<file path="config.mk">
export PLATFORM = sky130hd
export DESIGN_NAME = bmc_top
export DESIGN_NICKNAME = d
export VERILOG_FILES = /design/src/shared/bmc_pkg.sv /design/src/shared/bmc_page_if.sv /design/src/design/bmc_top.sv /design/src/design/bmc_page_tracker.sv
export VERILOG_INCLUDE_DIRS = /design/src /design/src/shared
export SDC_FILE = /design/constraint.sdc
export NUM_CORES = 1
export LEC_CHECK = 0
export CELL_PAD_IN_SITES_DETAIL_PLACEMENT = 1
export CELL_PAD_IN_SITES_GLOBAL_PLACEMENT = 1
export CORE_MARGIN = 2
export CORE_UTILIZATION = 45
export DETAILED_ROUTE_END_ITERATION = 8
export DONT_BUFFER_PORTS = 1
export PLACE_DENSITY = 0.77
export SLEW_MARGIN = 20
export SYNTH_ARGS = -nofsm -noshare
export SYNTH_HDL_FRONTEND = slang
export SYNTH_HIERARCHICAL = 1
export SYNTH_SLANG_ARGS = --single-unit
</file>
<file path="constraint.sdc">
create_clock -name i_sys_clk -period 2.45 [get_ports i_sys_clk]
set_clock_uncertainty 0.2 [all_clocks]
set_input_delay 0.245 -clock i_sys_clk [delete_from_list [all_inputs] [get_ports i_sys_clk]]
set_output_delay 0.245 -clock i_sys_clk [all_outputs]
set_load 0.01 [all_outputs]
</file>
<file path="src/shared/bmc_consts.svh">
// Purpose: Offsets, field positions, reset values for the bus monitor control.
// Assumes: APB byte addresses, one 32-bit word per register.
// Notes: Included by the design files and the testbench.
`ifndef BMC_CONSTS_SVH
`define BMC_CONSTS_SVH
// -----------------------------------------------------------------------
// Register byte offsets.
// -----------------------------------------------------------------------
`define BMC_OFS_CTRL 8'h00
`define BMC_OFS_PAGE_SIZE 8'h04
`define BMC_OFS_CLEAR 8'h08
`define BMC_OFS_PRESET 8'h0c
`define BMC_OFS_FREE 8'h10
`define BMC_OFS_EN_CYC 8'h14
`define BMC_OFS_ND_CYC 8'h18
`define BMC_OFS_PAGE_CNT 8'h1c
`define BMC_OFS_PERIPH_ID0 8'h20
`define BMC_OFS_CELL_ID0 8'h30
`define BMC_ID_BLOCK_MASK 8'hf0
// -----------------------------------------------------------------------
// Control fields and reset values.
// -----------------------------------------------------------------------
`define BMC_CTRL_DBG_OUT 0
`define BMC_CTRL_COUNT_EN 1
`define BMC_CTRL_DBG_GATE 2
`define BMC_CTRL_RST 3'h1
`define BMC_PAGE_SIZE_RST 2'h0
`define BMC_PAGE_SHIFT_BASE 5'h0b
`define BMC_ID_CONFIG 8'h00
`endif

</file>
<file path="src/shared/bmc_pkg.sv">
// Purpose: Types shared by the bus monitor control modules.
// Assumes: Nothing beyond the constants header.
// Notes: Each module keeps all its state in one packed struct.
package bmc_pkg;
   typedef struct packed {
      logic dbg_gate;
      logic count_en;
      logic dbg_out_en;
      logic [1:0] page_size;
      logic [31:0] free_cnt;
      logic [31:0] en_cnt;
      logic [31:0] nd_cnt;
      logic [31:0] page_cnt;
      logic [31:0] prdata;
      logic pready;
      logic pslverr;
      logic [32:0] mon_bus;
      logic clear_p;
      logic preset_p;
      logic dbg_pause;
   } bmc_top_s;
   typedef struct packed {
      logic have_prev;
      logic [31:0] last_page;
      logic change;
   } bmc_trk_s;
endpackage

</file>
<file path="src/shared/bmc_page_if.sv">
// Purpose: Carries graphics transfers to the page tracker and its answer back.
// Assumes: Single clock domain.
// Notes: page_change is a one-cycle pulse.
`timescale 1ns/10ps
`default_nettype none
interface bmc_page_if;
   logic xfer_valid;
   logic [31:0] xfer_addr;
   logic [1:0] page_size;
   logic page_change;
   modport ctrl (output xfer_valid, output xfer_addr, output page_size, input page_change);
   modport tracker (input xfer_valid, input xfer_addr, input page_size, output page_change);
endinterface
`default_nettype wire

</file>
<file path="src/design/bmc_top.sv">
// Purpose: Control and cycle/page counters of an on-chip bus activity monitor.
// Assumes: APB slave, zero-wait after a registered setup; inputs synchronous.
// Notes: Enable, clear, preset and debug pause go out to per-layer counters.
// How it works
// Count graphics transfers that change page
// Two-bit code picks 2k to 16k pages
// Software writes zeros to page size upper bits
// Every graphics transfer is one independent access
// Counting stays off after reset
// Any clear write zeroes resettable counters
// Preset loads read addresses, stops counting
// Gate bit pauses debug-sensitive counters on acknowledge
// Control bit 1 enables all counters but the free cycle counter
// Control bit 0 enables debug output, resets set
// Software writes zeros to control upper bits
// Free cycle counter never cleared, wraps
// Enabled cycle counter counts while enabled
// Non-debug counter pauses during gated acknowledge
// Peripheral identity bytes in four registers
// Configuration zero, revision starts at zero
// Four registers give fixed cell identity
// Output bus packs per-layer subpackets
// Graphics master raises request per transfer
// Compare and keep page above size
// Counters 32 bits, reads have no effect
`timescale 1ns/10ps
`default_nettype none
`include "bmc_consts.svh"
module bmc_top
   import bmc_pkg::*;
#(
   parameter int ADDR_W = 8,
   parameter logic [31:0] BASE_ADDR = 32'h0000_0000,
   // Identity values below are arbitrary.
   parameter logic [3:0] REVISION = 4'h0,
   parameter logic [7:0] DESIGNER = 8'h5a,
   parameter logic [11:0] PART_NUMBER = 12'h3c7,
   parameter logic [31:0] CELL_ID = 32'h5e1c_a7e0
)
(
   input wire logic i_sys_clk,
   input wire logic i_reset_n,
   input wire logic i_psel,
   input wire logic i_penable,
   input wire logic i_pwrite,
   input wire logic [ADDR_W-1:0] i_paddr,
   input wire logic [31:0] i_pwdata,
   output logic [31:0] o_prdata,
   output logic o_pready,
   output logic o_pslverr,
   input wire logic i_graphics_transfer_request,
   input wire logic i_graphics_address_ready,
   input wire logic [31:0] i_graphics_address,
   input wire logic i_debug_acknowledge,
   input wire logic [3:0] i_graphics_subpacket,
   input wire logic [5:0] i_data_subpacket,
   input wire logic [3:0] i_instr_subpacket,
   input wire logic [4:0] i_dma0_subpacket,
   input wire logic [4:0] i_dma1_subpacket,
   input wire logic [4:0] i_exp_subpacket,
   input wire logic [3:0] i_lcd_subpacket,
   output logic [32:0] o_monitor_output_bus,
   output logic o_counter_enable,
   output logic o_counter_clear,
   output logic o_counter_preset,
   output logic o_debug_pause
);
   bmc_top_s st;
   bmc_top_s next_st;
   bmc_page_if pif ();
   logic [7:0] addr;
   logic setup;
   logic wr_stb;
   logic pause;
   logic sw_clear;
   logic sw_preset;
   logic [31:0] periph_id;
   logic [31:0] rd_val;
   logic rd_ok;

   // -----------------------------------------------------------------------
   // Page tracker.
   // -----------------------------------------------------------------------
   assign pif.xfer_valid = i_graphics_transfer_request && i_graphics_address_ready;
   assign pif.xfer_addr = i_graphics_address;
   assign pif.page_size = st.page_size;

   bmc_page_tracker u_tracker (
      .i_sys_clk(i_sys_clk),
      .i_reset_n(i_reset_n),
      .pif(pif)
   );

   // -----------------------------------------------------------------------
   // Bus decode and read data.
   // -----------------------------------------------------------------------
   assign addr = 8'(i_paddr);
   assign setup = i_psel && !i_penable;
   assign wr_stb = i_psel && i_penable && st.pready && i_pwrite;
   assign sw_clear = wr_stb && (addr == `BMC_OFS_CLEAR);
   assign sw_preset = wr_stb && (addr == `BMC_OFS_PRESET);
   assign pause = st.dbg_gate && i_debug_acknowledge;
   assign periph_id = {`BMC_ID_CONFIG, REVISION, DESIGNER, PART_NUMBER};

   always_comb begin
      rd_val = 32'h0000_0000;
      rd_ok = 1'b1;
      case (addr)
         `BMC_OFS_CTRL: rd_val = {29'h0, st.dbg_gate, st.count_en, st.dbg_out_en};
         `BMC_OFS_PAGE_SIZE: rd_val = {30'h0, st.page_size};
         `BMC_OFS_CLEAR: rd_val = 32'h0000_0000;
         `BMC_OFS_PRESET: rd_val = 32'h0000_0000;
         `BMC_OFS_FREE: rd_val = st.free_cnt;
         `BMC_OFS_EN_CYC: rd_val = st.en_cnt;
         `BMC_OFS_ND_CYC: rd_val = st.nd_cnt;
         `BMC_OFS_PAGE_CNT: rd_val = st.page_cnt;
         default: begin
            if ((addr & `BMC_ID_BLOCK_MASK) == `BMC_OFS_PERIPH_ID0 && addr[1:0] == 2'h0) begin
               rd_val = {24'h0, periph_id[{addr[3:2], 3'h0} +: 8]};
            end else if ((addr & `BMC_ID_BLOCK_MASK) == `BMC_OFS_CELL_ID0 &&
                  addr[1:0] == 2'h0) begin
               rd_val = {24'h0, CELL_ID[{addr[3:2], 3'h0} +: 8]};
            end else begin
               rd_ok = 1'b0;
            end
         end
      endcase
   end

   // -----------------------------------------------------------------------
   // Next state.
   // -----------------------------------------------------------------------
   always_comb begin
      next_st = st;
      next_st.pready = setup;
      next_st.pslverr = setup && !rd_ok;
      next_st.prdata = (setup && !i_pwrite && rd_ok) ? rd_val : 32'h0000_0000;
      if (wr_stb && addr == `BMC_OFS_CTRL) begin
         next_st.dbg_out_en = i_pwdata[`BMC_CTRL_DBG_OUT];
         next_st.count_en = i_pwdata[`BMC_CTRL_COUNT_EN];
         next_st.dbg_gate = i_pwdata[`BMC_CTRL_DBG_GATE];
      end
      if (wr_stb && addr == `BMC_OFS_PAGE_SIZE) begin
         next_st.page_size = i_pwdata[1:0];
      end
      next_st.free_cnt = st.free_cnt + 32'h1;
      if (st.count_en) begin
         next_st.en_cnt = st.en_cnt + 32'h1;
      end
      if (st.count_en && !pause) begin
         next_st.nd_cnt = st.nd_cnt + 32'h1;
      end
      if (st.count_en && pif.page_change) begin
         next_st.page_cnt = st.page_cnt + 32'h1;
      end
      if (sw_clear) begin
         next_st.en_cnt = 32'h0000_0000;
         next_st.nd_cnt = 32'h0000_0000;
         next_st.page_cnt = 32'h0000_0000;
      end
      if (sw_preset) begin
         next_st.free_cnt = BASE_ADDR + {24'h0, `BMC_OFS_FREE};
         next_st.en_cnt = BASE_ADDR + {24'h0, `BMC_OFS_EN_CYC};
         next_st.nd_cnt = BASE_ADDR + {24'h0, `BMC_OFS_ND_CYC};
         next_st.page_cnt = BASE_ADDR + {24'h0, `BMC_OFS_PAGE_CNT};
         next_st.count_en = 1'b0;
      end
      next_st.clear_p = sw_clear;
      next_st.preset_p = sw_preset;
      next_st.dbg_pause = pause;
      if (next_st.dbg_out_en) begin
         next_st.mon_bus = {i_graphics_subpacket, i_data_subpacket, i_instr_subpacket,
            i_dma0_subpacket, i_dma1_subpacket, i_exp_subpacket, i_lcd_subpacket};
      end else begin
         next_st.mon_bus = 33'h0_0000_0000;
      end
   end

   // -----------------------------------------------------------------------
   // State register.
   // -----------------------------------------------------------------------
   always_ff @(posedge i_sys_clk or negedge i_reset_n) begin
      if (!i_reset_n) begin
         st <= '0;
         st.dbg_out_en <= 1'(`BMC_CTRL_RST);
         st.count_en <= 1'b0;
         st.page_size <= `BMC_PAGE_SIZE_RST;
      end else begin
         st <= next_st;
      end
   end

   assign o_prdata = st.prdata;
   assign o_pready = st.pready;
   assign o_pslverr = st.pslverr;
   assign o_monitor_output_bus = st.mon_bus;
   assign o_counter_enable = st.count_en;
   assign o_counter_clear = st.clear_p;
   assign o_counter_preset = st.preset_p;
   assign o_debug_pause = st.dbg_pause;
endmodule
`default_nettype wire

</file>
<file path="src/design/bmc_page_tracker.sv">
// Purpose: Flags graphics transfers that land in a page other than the last one.
// Assumes: Each accepted transfer is one single-word access.
// Notes: Pulse appears one cycle after the transfer; the first transfer never flags.
`timescale 1ns/10ps
`default_nettype none
`include "bmc_consts.svh"
module bmc_page_tracker
   import bmc_pkg::*;
(
   input wire logic i_sys_clk,
   input wire logic i_reset_n,
   bmc_page_if.tracker pif
);
   bmc_trk_s st;
   bmc_trk_s next_st;
   logic [4:0] shift;
   logic [31:0] cur_page;

   // -----------------------------------------------------------------------
   // Page comparison.
   // -----------------------------------------------------------------------
   always_comb begin
      shift = `BMC_PAGE_SHIFT_BASE + {3'h0, pif.page_size};
      cur_page = pif.xfer_addr >> shift;
      next_st = st;
      next_st.change = 1'b0;
      if (pif.xfer_valid) begin
         next_st.change = st.have_prev && (cur_page != st.last_page);
         next_st.last_page = cur_page;
         next_st.have_prev = 1'b1;
      end
   end

   always_ff @(posedge i_sys_clk or negedge i_reset_n) begin
      if (!i_reset_n) begin
         st <= '0;
      end else begin
         st <= next_st;
      end
   end

   assign pif.page_change = st.change;
endmodule
`default_nettype wire

</file>
## Word level (Yosys, flattened, before mapping)

Cells that the tools add are included.

| cells by class | value |
|---|---|
| $add $sub $neg | 5 |
| shift-type cells | 3 |
| mux-type cells | 16 |
| equal/unequal tests | 10 |
| reductions and logical operators | 30 |

Operators with widths:

| kind | number |
|---|---|
| 32-bit one-hot mux with 7 select lines | 1 |
| 32-bit by 1-bit adder with 32-bit output, second input constant | 4 |
| 128-bit 2-to-1 mux | 1 |
| 32-bit 2-to-1 mux | 4 |
| 96-bit 2-to-1 mux | 1 |
| 32-bit by 6-bit indexed part select with 8-bit output, first input constant | 2 |
| 33-bit 2-to-1 mux | 1 |
| 8-bit by 5-bit equality test with 1-bit output, second input constant | 4 |
| 32-bit inequality test | 1 |
| 32-bit by 5-bit >> shifter with 32-bit output | 1 |
| 1-bit logical AND | 18 |
| 8-bit by 4-bit equality test with 1-bit output, second input constant | 2 |
| 8-bit 2-to-1 mux | 2 |
| 3-bit nonzero test | 3 |
| 4-bit by 2-bit equality test with 1-bit output, second input constant | 2 |
| 8-bit by 3-bit equality test with 1-bit output, second input constant | 1 |
| 8-bit logical NOT | 1 |
| 8-bit OR reduction | 1 |
| 4-bit by 2-bit adder with 5-bit output, first input constant | 1 |
| 1-bit 2-to-1 mux | 5 |
| 1-bit logical NOT | 4 |
| 2-bit logical NOT | 1 |
| 2-bit 2-to-1 mux | 1 |
| 2-bit nonzero test | 1 |
| 2-bit OR reduction | 1 |

| storage, ports and cells | value |
|---|---|
| word-level logic and storage cells | 82 |
| input bits | 113 |
| register bits after elaboration | 237 |

## Longest topological paths before layout

Gate-level depths: netlist (run 1).

| depth | value |
|---|---|
| depth in word-level cells | 7 |
| gate-level depth with buffers | 9 |
| depth with buffers taken out | 6 |

## Cells and area by module

Netlist (run 1), hierarchy kept.

By module, submodules not included:

| module | times used | area each (um2) | cells each |
|---|---|---|---|
| bmc_top | 1 | 10615.2 | 1098 |
| bmc_page_tracker | 1 | 1737.9 | 129 |

## Worst setup path after synthesis (run 1)

No wires, ideal clock.

| path | value |
|---|---|
| path kind | input port to flip-flop |
| start | in i_paddr[2] |
| end | reg st[102] (netlist name) |
| buffers on the path | 4 |
| path slack | 122 ps |
| stages on the path | 9 |
| arrival | 2007 ps |
| library setup time | 121 ps |
| cells stage by stage | inv_1 ha_1 clkbuf_1 nor3b_2 o211a_1 clkbuf_1 buf_2 buf_2 nor2_1 |

| between the ends | value |
|---|---|
| word-level cells in the longest chain between the ends | 4 |
| elaborated cells between the ends (all ways) | 7 |
| classes of those cells | eq/ne (2); mux (2); reduce/logical (3) |

Ends and longest elaborated chain:

| element | RTL line | source |
|---|---|---|
| from (decl) | bmc_top.sv:46 | `input wire logic [ADDR_W-1:0] i_paddr,` |
| 8-bit by 4-bit equality test with 1-bit output | n/a |  |
| 1-bit logical AND | bmc_top.sv:100 | `` assign sw_clear = wr_stb && (addr == `BMC_OFS_CLEAR); `` |
| 96-bit 2-to-1 mux | bmc_top.sv:156 | `if (sw_clear) begin` |
| 128-bit 2-to-1 mux | bmc_top.sv:161 | `if (sw_preset) begin` |
| to (signal assigned) | bmc_top.sv:189 | `st <= next_st;` |
| to (decl) | bmc_top.sv:68 | `bmc_top_s st;` |

Several ways; a longest one is shown, not always the timed one.
A chain may end at the register's enable or synchronous reset.

## Worst setup path after layout (run 1)

| path | value |
|---|---|
| start | reg pif.page_size[0] (netlist name) |
| end | reg u_tracker/st[4] (netlist name) |

| between the ends | value |
|---|---|
| word-level cells in the longest chain between the ends | 2 |

Ends and longest elaborated chain:

| element | RTL line | source |
|---|---|---|
| 4-bit by 2-bit adder with 5-bit output (no source line) | n/a |  |
| 32-bit by 5-bit >> shifter with 32-bit output | bmc_page_tracker.sv:24 | `cur_page = pif.xfer_addr >> shift;` |
| to (signal assigned) | bmc_page_tracker.sv:38 | `st <= next_st;` |
| to (decl) | bmc_page_tracker.sv:14 | `bmc_trk_s st;` |

Every way passes these cells.

==> qor.csv, run 1 <==
metric;value;unit
fp-row-count;60;
grt_pass1_wl;59660;um
wl;37630;um
synth-seq-cells;226;
vias;10100;
grtUsageTotal;0.2608;
irDropWorstVdd;0.4577;mV
syn_nets;1350;
cp.arrival;2690;ps
crit_end;u_tracker/st[4];
utilization;0.5324;
hold_buffers;90;
cp_max_fo;14;
switchingPower;2455;uW
vias_per_cell;6.251;
swShare;0.2583;
synthArstFlopShare;1.000;
slew_violations;0;
required;2670;ps
status;complete, but fails checks;
die_y;169.7;um
yosysWarningCount;6;
setup_viol;1;
grt_max_degree;227;
p_clk_frac;0.452;
drtAntennaViolNets;0;
maxCapViolations;0;
critPathLaunch;pif.page_size[0];
hp-class;in -> async;
crit_path_start_kind;flop;
end_kind;flop;
fin_area;14350;um2
comb_power_share;0.113;
synth_cell_type_count;69;
wl_per_cell;23.29;um
worst_pin_slew;705.8;ps
drive_gt1_frac;0.1208;
synthesis.area;12350;um2
cts-buffers-inserted;27;
area_growth;16.14;%
port_buffers;0;
root_buffer;clkbuf_16;
n_antenna_cell;0;
fin_hold_ws;-793.1;ps
htree_levels;1;
critPathKind;reg -> reg;
antenna_found_initial;0;
first_iter_violations;834;
finalHoldViolCount;226;
clockBufferDepth;3;
seq_area_frac_synth;0.4579;
drt_first_pass_iters;7;
setup_tns;-20.35;ps
r2r-end;u_tracker/st[4];
rsz0062_at_grt;yes;
core-area;26950;um2
synthCells;1227;
r2r_start;pif.page_size[0];
grt_pass1_vias;10710;
cts_tree;done;
synth_edf_count;0;
grt-ovfl-total;0;
fin_ws;-20.35;ps
slew_headroom;0.5294;
cts.sinks;226;
max_freq;404.8;MHz
violations;negative hold slack, negative setup slack;
sequentialPowerShare;0.435;
io-pin-count;184;
placed_cell_area;12420;um2
period_needed;2470;ps
rr_worst_depth;4;
total_leakage_power;0.005824;uW
drc;0;
die_w;169.7;um
report.power.total;9504;uW
synth_flop_cell;dfrtp_1;
nets;1377;
power_density;662.4;nW/um2
die_area;28790;um2
r2r_setup_slack;-20;ps
period_share;1.008;
syn_avg_cell_area;10.07;um2
clkLatencyLatePin;540;ps
initial_core_util;0.4584;
gp_congestion;0.8372;
hpwl;22650;um
cts.clk_slew.worst_paths;60;ps
p_int;7049;uW
## how the worst min path moves through the flow
| stage | to | cells after the start |
|---|---|---|
| floorplan | o_counter_clear | 0 |
| global placement | st[161] | 0 |
| detailed placement | st[161] | 0 |
| CTS | st[175] | 0 |
| global route | st[156] | 0 |
| finish | st[161] | 0 |
## flip-flops by register name (all words and copies together) (netlist names)
name,count
st,130
o_monitor_output_bus,33
o_prdata,32
u_tracker/st,22
pif.page_size,2
o_counter_clear,1
o_counter_enable,1
o_counter_preset,1
o_debug_pause,1
o_pready,1
o_pslverr,1
u_tracker/pif.page_change,1
## routing by layer
layer  up-vias  track usage  wire length [um]
met3        75      0.03615              1757
met4         0      0.07061               965
met1      5193       0.3397             15710
li1       4534            -                 -
met5         -            0                 0
met2       300       0.4568             19200
## power by group through the flow
stage,Sequential (uW),Combinational (uW),Clock (uW)
after floorplan,4130,676,0
after global placement,4170,862,0
after detailed placement,4190,906,0
after CTS,4120,1030,4350
after global routing,4160,1200,4520
final,4140,1080,4290
## worst max-delay path: stages, from the launching register on
cell and delay (ps):
dfrtp_2 430, buf_12 170, mux4_1 640, dlygate4sd3_1 630, mux2_2 280
## cell usage after synthesis (10+ instances only)
cell,number,area share
nor3_1,14,0.0057
o21ai_0,27,0.011
nand2b_1,20,0.010
clkbuf_1,60,0.018
buf_4,66,0.040
inv_1,20,0.0061
dfrtp_1,225,0.46
xor2_1,28,0.020
nand3_1,51,0.021
xnor2_1,37,0.026
mux2i_1,22,0.018
and3_1,18,0.0091
and4_1,14,0.0099
nor4_1,22,0.011
a21oi_1,95,0.038
o31ai_1,39,0.024
or4_1,42,0.026
nor2_1,52,0.016
mux4_1,14,0.030
and2_1,10,0.0051
nand4_1,34,0.017
ha_1,10,0.010
nor2b_1,35,0.018
nand2_1,78,0.024
buf_2,11,0.0045
a22oi_1,53,0.032
or3_1,29,0.015
mux2_2,25,0.023
## layout by cell type (no fill, tap or decap), types with 39 or more instances in the layout
| cell type | instances |
|---|---|
| a21oi_1 | 95 |
| a22oi_1 | 53 |
| buf_4 | 44 |
| dfrtp_1 | 223 |
| dlygate4sd3_1 | 88 |
| nand2_1 | 77 |
| nand3_1 | 50 |
| nor2_1 | 51 |
| o31ai_1 | 39 |
| or4_1 | 42 |
## repair_timing
item	in CTS	in global routing
resized for setup	0	16
endpoints found under the hold margin	316	226
setup buffers	0	1
endpoints found under the setup margin	0	25
## kinds of logic after synthesis
group / after synthesis / synth area share
and+or+nand+nor: 437 / 0.2002
adders and majority gates: 10 / 0.01013
muxes: 64 / 0.07586
AOI/OAI and AO/OA: 261 / 0.1362
buffers and inverters: 164 / 0.07353
DFF: 226 / 0.4579
xor gates and xnor gates: 65 / 0.04609
## per-stage QoR
| step | cells | setup WS [ps] |
|---|---|---|
| 2_1_floorplan | 1227 | 121.6 |
| 3_3_place_gp | 1474 | 143.1 |
| 3_5_place_dp | 1474 | 46.86 |
| 4_1_cts | 1614 | 21.79 |
| 5_1_grt | 1616 | -131.9 |
| 6_report | 1616 | -20.35 |
## layout make-up
cell class	instances	area (um2)
flip-flops and latches	226	5659
inverters	20	75.07
fillers	2857	12600
repair buffers	141	1368
multi-input cells	838	5871
well taps	341	426.7
clock inverters	10	153.9
clock buffers	40	794.5
(Power assumes the default switching activity.)
==> run 2: changes to the inputs <==
--- a/config.mk
+++ b/config.mk
@@ -8,6 +8,7 @@
 export LEC_CHECK = 0
 export CELL_PAD_IN_SITES_DETAIL_PLACEMENT = 1
 export CELL_PAD_IN_SITES_GLOBAL_PLACEMENT = 1
+export CORE_ASPECT_RATIO = 0.5
 export CORE_MARGIN = 2
 export CORE_UTILIZATION = 45
 export DETAILED_ROUTE_END_ITERATION = 8
==> run 2 against run 1 <==
The run still ends with negative hold slack, negative setup slack left. Wire length down 1.2%. Clock power decreased by 11%. Combinational power hardly changed. Final cell count rose by 0.56%. Clock-buffer cell count is 7 lower. Cell area shrank 0.58%. Hold slack got worse by 6.0 ps. First-iteration DRC count down 1.1%. Core utilization up 0.20 points.
==> qor.csv, run 2 (synthesis gave the netlist of run 1 again) <==
metric;value;unit
status;complete, but fails checks;
violations;negative hold slack, negative setup slack;
final_cell_mix;223 x dfrtp_1, 95 x a21oi_1, 82 x dlygate4sd3_1;
layout_commonest_cell;dfrtp_1;
hp-class;in -> async;
grt_util_met2;0.4386;
fp-row-count;42;
cts.sinks;226;
wl_per_cell;22.89;um
die_area;28870;um2
antenna_found_initial;0;
period_needed;2461;ps
irDropWorstVdd;0.4798;mV
die_y;121.2;um
grt-ovfl-total;0;
critical_path.max_stage_delay;600;ps
vias_per_cell;6.207;
clkLatencyLatePin;540;ps
required;2680;ps
switchingPower;2424;uW
cp_max_fo;15;
report.power.total;9034;uW
nets;1379;
fin_cells;1625;
crit_path_start_kind;flop;
slew_headroom;0.5829;
rsz0062_at_grt;yes;
r2r_setup_slack;-10;ps
path_delay_family;buffers and inverters;
gp_congestion;0.8665;
first_iter_violations;825;
grt_pass1_vias;10620;
place_inst;1491;
regMostFlops;st;
met3_usage;0.04777;
area_growth;15.48;%
initial_core_util;0.4627;
setup_viol;2;
p_int;6610;uW
grtUsageTotal;0.2564;
setup_tns;-15.92;ps
drt_first_pass_iters;5;
n_antenna_cell;0;
fillers;2887;
cts-buffers-inserted;24;
htree_levels;1;
maxCapViolations;0;
drc;0;
grt.busiest_layer;met2;
max_freq;406.3;MHz
root_buffer;clkbuf_16;
comb_power_share;0.119;
cp.arrival;2690;ps
vias;10090;
core-area;26700;um2
swShare;0.2683;
grt_max_degree;227;
grt_use_met1;0.3400;
hold_buffers;85;
slew_violations;0;
wl;37200;um
worst_pin_slew;620.8;ps
finalHoldViolCount;226;
path_cells;buf_12 > buf_4 > mux4_2 > dlygate4sd3_1 > mux2_2;
period_share;1.005;
pre_cts_ws;47.02;ps
sequentialPowerShare;0.459;
total_leakage_power;0.005799;uW
io-pin-count;184;
cts_tree;done;
power_density;633.3;nW/um2
grt_pass1_wl;58640;um
port_buffers;0;
drive_gt1_frac;0.1257;
cp_slowest_cell;dlygate4sd3_1;
path_buf_inv;3;
clockBufferDepth;3;
largest_reg_flops;130;
cts.clk_slew.worst_paths;70;ps
p_clk_frac;0.422;
critPathKind;reg -> reg;
hpwl;23140;um
drtAntennaViolNets;0;
end_kind;flop;
fin_hold_ws;-799.1;ps
fin_ws;-11.11;ps
die_w;238.3;um
[run 2: what timing repair did]
action	in CTS	in global routing
endpoints found under the setup margin	0	22
buffers inserted	0	5
gates resized for setup	0	18
endpoints found under the hold margin	301	226
[run 2: worst paths after layout]
path | startpoint | end | cells past startpoint
worst max-delay path | pif.page_size[0] | u_tracker/st[12] | 5
max in group asynchronous | i_reset_n | st[200] | 0
min in group i_sys_clk | i_debug_acknowledge | st[111] | 5
worst min register to register | u_tracker/st[33] | u_tracker/st[33] | 1
worst max register to register | pif.page_size[0] | u_tracker/st[12] | 5
worst min-delay path | i_reset_n | u_tracker/st[21] | 0
[run 2: worst register-to-register path: stages (launching register included)]
cell and delay, ps:
dfrtp_1 410, buf_12 180, buf_4 150, mux4_2 540, dlygate4sd3_1 600, mux2_2 270
[run 2: metrics by stage]
| step | util | instance area, um2 |
|---|---|---|
| detailed placement | 0.4681 | 12500 |
| finish | 0.5344 | 14260 |
| global placement | 0.4681 | 12500 |
| floorplan | - | 12350 |
| CTS | 0.5302 | 14150 |
| global route | 0.5344 | 14260 |
[run 2: final cells by class]
class                      count  area [um2]  share of cell area
tap                          352       440.4             0.03087
clock buffer                  33       705.7             0.04947
multi-input combinational    838        5887              0.4127
timing repair buffer         146        1395             0.09780
clock inverter                10       102.6            0.007192
sequential                   226        5659              0.3967
inverter                      20       75.07            0.005263
[run 2: per-layer routing]
| metal | up-vias | wire length [um] |
|---|---|---|
| li1 | 4540 | - |
| met1 | 5186 | 16210 |
| met2 | 307 | 18160 |
| met3 | 54 | 2146 |
| met4 | 0 | 682 |
| met5 | - | 0 |
[run 2: power groups by stage]
stage	combinational, uW	clock (uW)	sequential (uW)
after floorplan	676	0	4130
after global placement	836	0	4180
after detailed placement	894	0	4200
after CTS	1020	3890	4130
after global routing	1190	4050	4170
final	1080	3810	4140
==> run 3: changes to the inputs <==
--- a/config.mk
+++ b/config.mk
@@ -11,6 +11,7 @@
 export CORE_ASPECT_RATIO = 0.5
 export CORE_MARGIN = 2
 export CORE_UTILIZATION = 45
+export CTS_CLUSTER_SIZE = 28
 export DETAILED_ROUTE_END_ITERATION = 8
 export DONT_BUFFER_PORTS = 1
 export PLACE_DENSITY = 0.77
==> constraint.sdc (replaced) <==
create_clock -name i_sys_clk -period 2.45 [get_ports i_sys_clk]
set_clock_uncertainty 0.2 [all_clocks]
set_input_delay 0.245 -clock i_sys_clk [delete_from_list [all_inputs] [get_ports i_sys_clk]]
set_output_delay 0.245 -clock i_sys_clk [all_outputs]
set_load 0.1 [all_outputs]
==> run 3 against run 2 <==
The run still ends with negative hold slack, negative setup slack left. Global-route usage up 0.66 points. Sequential power about the same. Setup slack gained 3.3 ps. Critical path depth rose by 1. Register-to-register slack barely moved. Core utilization up 1.5 points. Hold slack worse by 7.9 ps. Clock-buffer cell count down 2. First-iteration DRC count is 7.6% higher. Fmax grew 0.14%. Wire length increased by 4.9%. Cell area up 2.9%.
==> qor.csv, run 3 (synthesis gave the netlist of run 1 again) <==
metric;value;unit
fillers;2790;
drtAntennaViolNets;0;
die_area;28870;um2
grt_pass1_vias;10840;
worst_pin_slew;902.8;ps
clkLatencyLatePin;550;ps
rr_worst_depth;6;
drt_first_pass_iters;5;
hpwl;23110;um
switchingPower;2519;uW
path_buf_inv;1;
critPathKind;reg -> reg;
hold_buffers;94;
cts-buffers-inserted;23;
hp-class;in -> async;
cts_tree;done;
first_iter_violations;888;
p_int;6945;uW
grtUsageTotal;0.2630;
vias_per_cell;6.276;
largest_reg_flops;130;
cp_max_fo;8;
area_growth;18.81;%
port_buffers;0;
critical_path.max_stage_delay;560;ps
required;2660;ps
r2r_setup_slack;-8;ps
violations;negative hold slack, negative setup slack;
max_freq;406.9;MHz
gp_congestion;0.8738;
comb_power_share;0.128;
swShare;0.2661;
maxCapViolations;0;
period_needed;2458;ps
irDropWorstVdd;0.4775;mV
cp_slowest_cell;mux4_2;
r2r_start;pif.page_size[0];
grt-ovfl-total;0;
drc;0;
sequentialPowerShare;0.436;
grt_pass1_wl;59980;um
path_delay_family;multiplexers;
core-area;26700;um2
grt_max_degree;227;
cts.clk_slew.worst_paths;70;ps
r2r-end;u_tracker/pif.page_change;
finalHoldViolCount;226;
root_buffer;clkbuf_16;
io-pin-count;184;
p_clk_frac;0.436;
regMostFlops;st;
cp.arrival;2670;ps
nets;1410;
cts.sinks;226;
initial_core_util;0.4627;
vias;10390;
layout_commonest_cell;dfrtp_1;
fp-row-count;42;
fin_ws;-7.760;ps
wl;39040;um
antenna_found_initial;0;
htree_levels;1;
fin_hold_ws;-807.0;ps
clockBufferDepth;3;
die_w;238.3;um
status;complete, but fails checks;
power_density;644.8;nW/um2
crit_path_start_kind;flop;
period_share;1.003;
pre_cts_ws;75.74;ps
final_cell_mix;221 x dfrtp_1, 95 x a21oi_1, 92 x dlygate4sd3_1;
rsz0062_at_grt;yes;
drive_gt1_frac;0.1543;
die_y;121.2;um
path_cells;clkbuf_16 > mux4_2 > xnor2_1 > nand4_1 > a2111oi_4 > a41oi_1;
slew_violations;0;
n_antenna_cell;0;
total_leakage_power;0.005995;uW
setup_viol;1;
wl_per_cell;23.59;um
end_kind;flop;
slew_headroom;0.3985;
run 3: through the flow:
stage	utilization	area, um2	TNS [ps]	instances	total power (uW)
after floorplan	-	12360	0	1227	4827
after global placement	0.4749	12680	0	1513	5067
after detailed placement	0.4749	12680	0	1513	5153
after CTS	0.5427	14490	0	1648	9401
after global routing	0.5498	14680	-309.3	1655	9794
final	0.5498	14680	-7.760	1655	9464
run 3: timing repair:
item,CTS,global route
setup endpoints to repair,0,31
endpoints found under the hold margin,306,226
buffers inserted,0,5
resized for setup,0,38
run 3: how the worst max path moves through the flow:
stage / start / cells after the start / to / slack, ps
3_5_place_dp: st[71] / 5 / st[92] / 80
4_1_cts: o_pready / 6 / o_monitor_output_bus[32] / 10
5_1_grt: pif.page_size[0] / 6 / u_tracker/pif.page_change / -110
3_3_place_gp: st[71] / 5 / st[90] / 140
2_1_floorplan: o_counter_enable / 6 / st[163] / 20
6_report: pif.page_size[0] / 6 / u_tracker/pif.page_change / -8
run 3: metal layers:
layer  vias to the layer above  track usage  share of wire
met5                         -            0              0
met4                         0      0.07930          0.030
met3                       101      0.04368          0.054
met2                       374       0.4548           0.49
met1                      5318       0.3413           0.43
li1                       4594            -              -
run 3: area by class of cell:
cell class | instances | area [um2] | area share
clock inverter | 10 | 211.5 | 0.01441
inverter | 20 | 75.07 | 0.005115
clock buffer | 31 | 655.6 | 0.04467
timing repair buffer | 178 | 1685 | 0.1148
tap | 352 | 440.4 | 0.03001
sequential | 226 | 5664 | 0.3859
multi-input combinational | 838 | 5944 | 0.4050
run 3: power groups by stage:
stage               Combinational, uW  Sequential (uW)  Clock (uW)
floorplan                         688             4140           0
global placement                  903             4160           0
detailed placement                973             4180           0
CTS                              1110             4110        4170
global route                     1300             4150        4340
finish                           1210             4130        4130
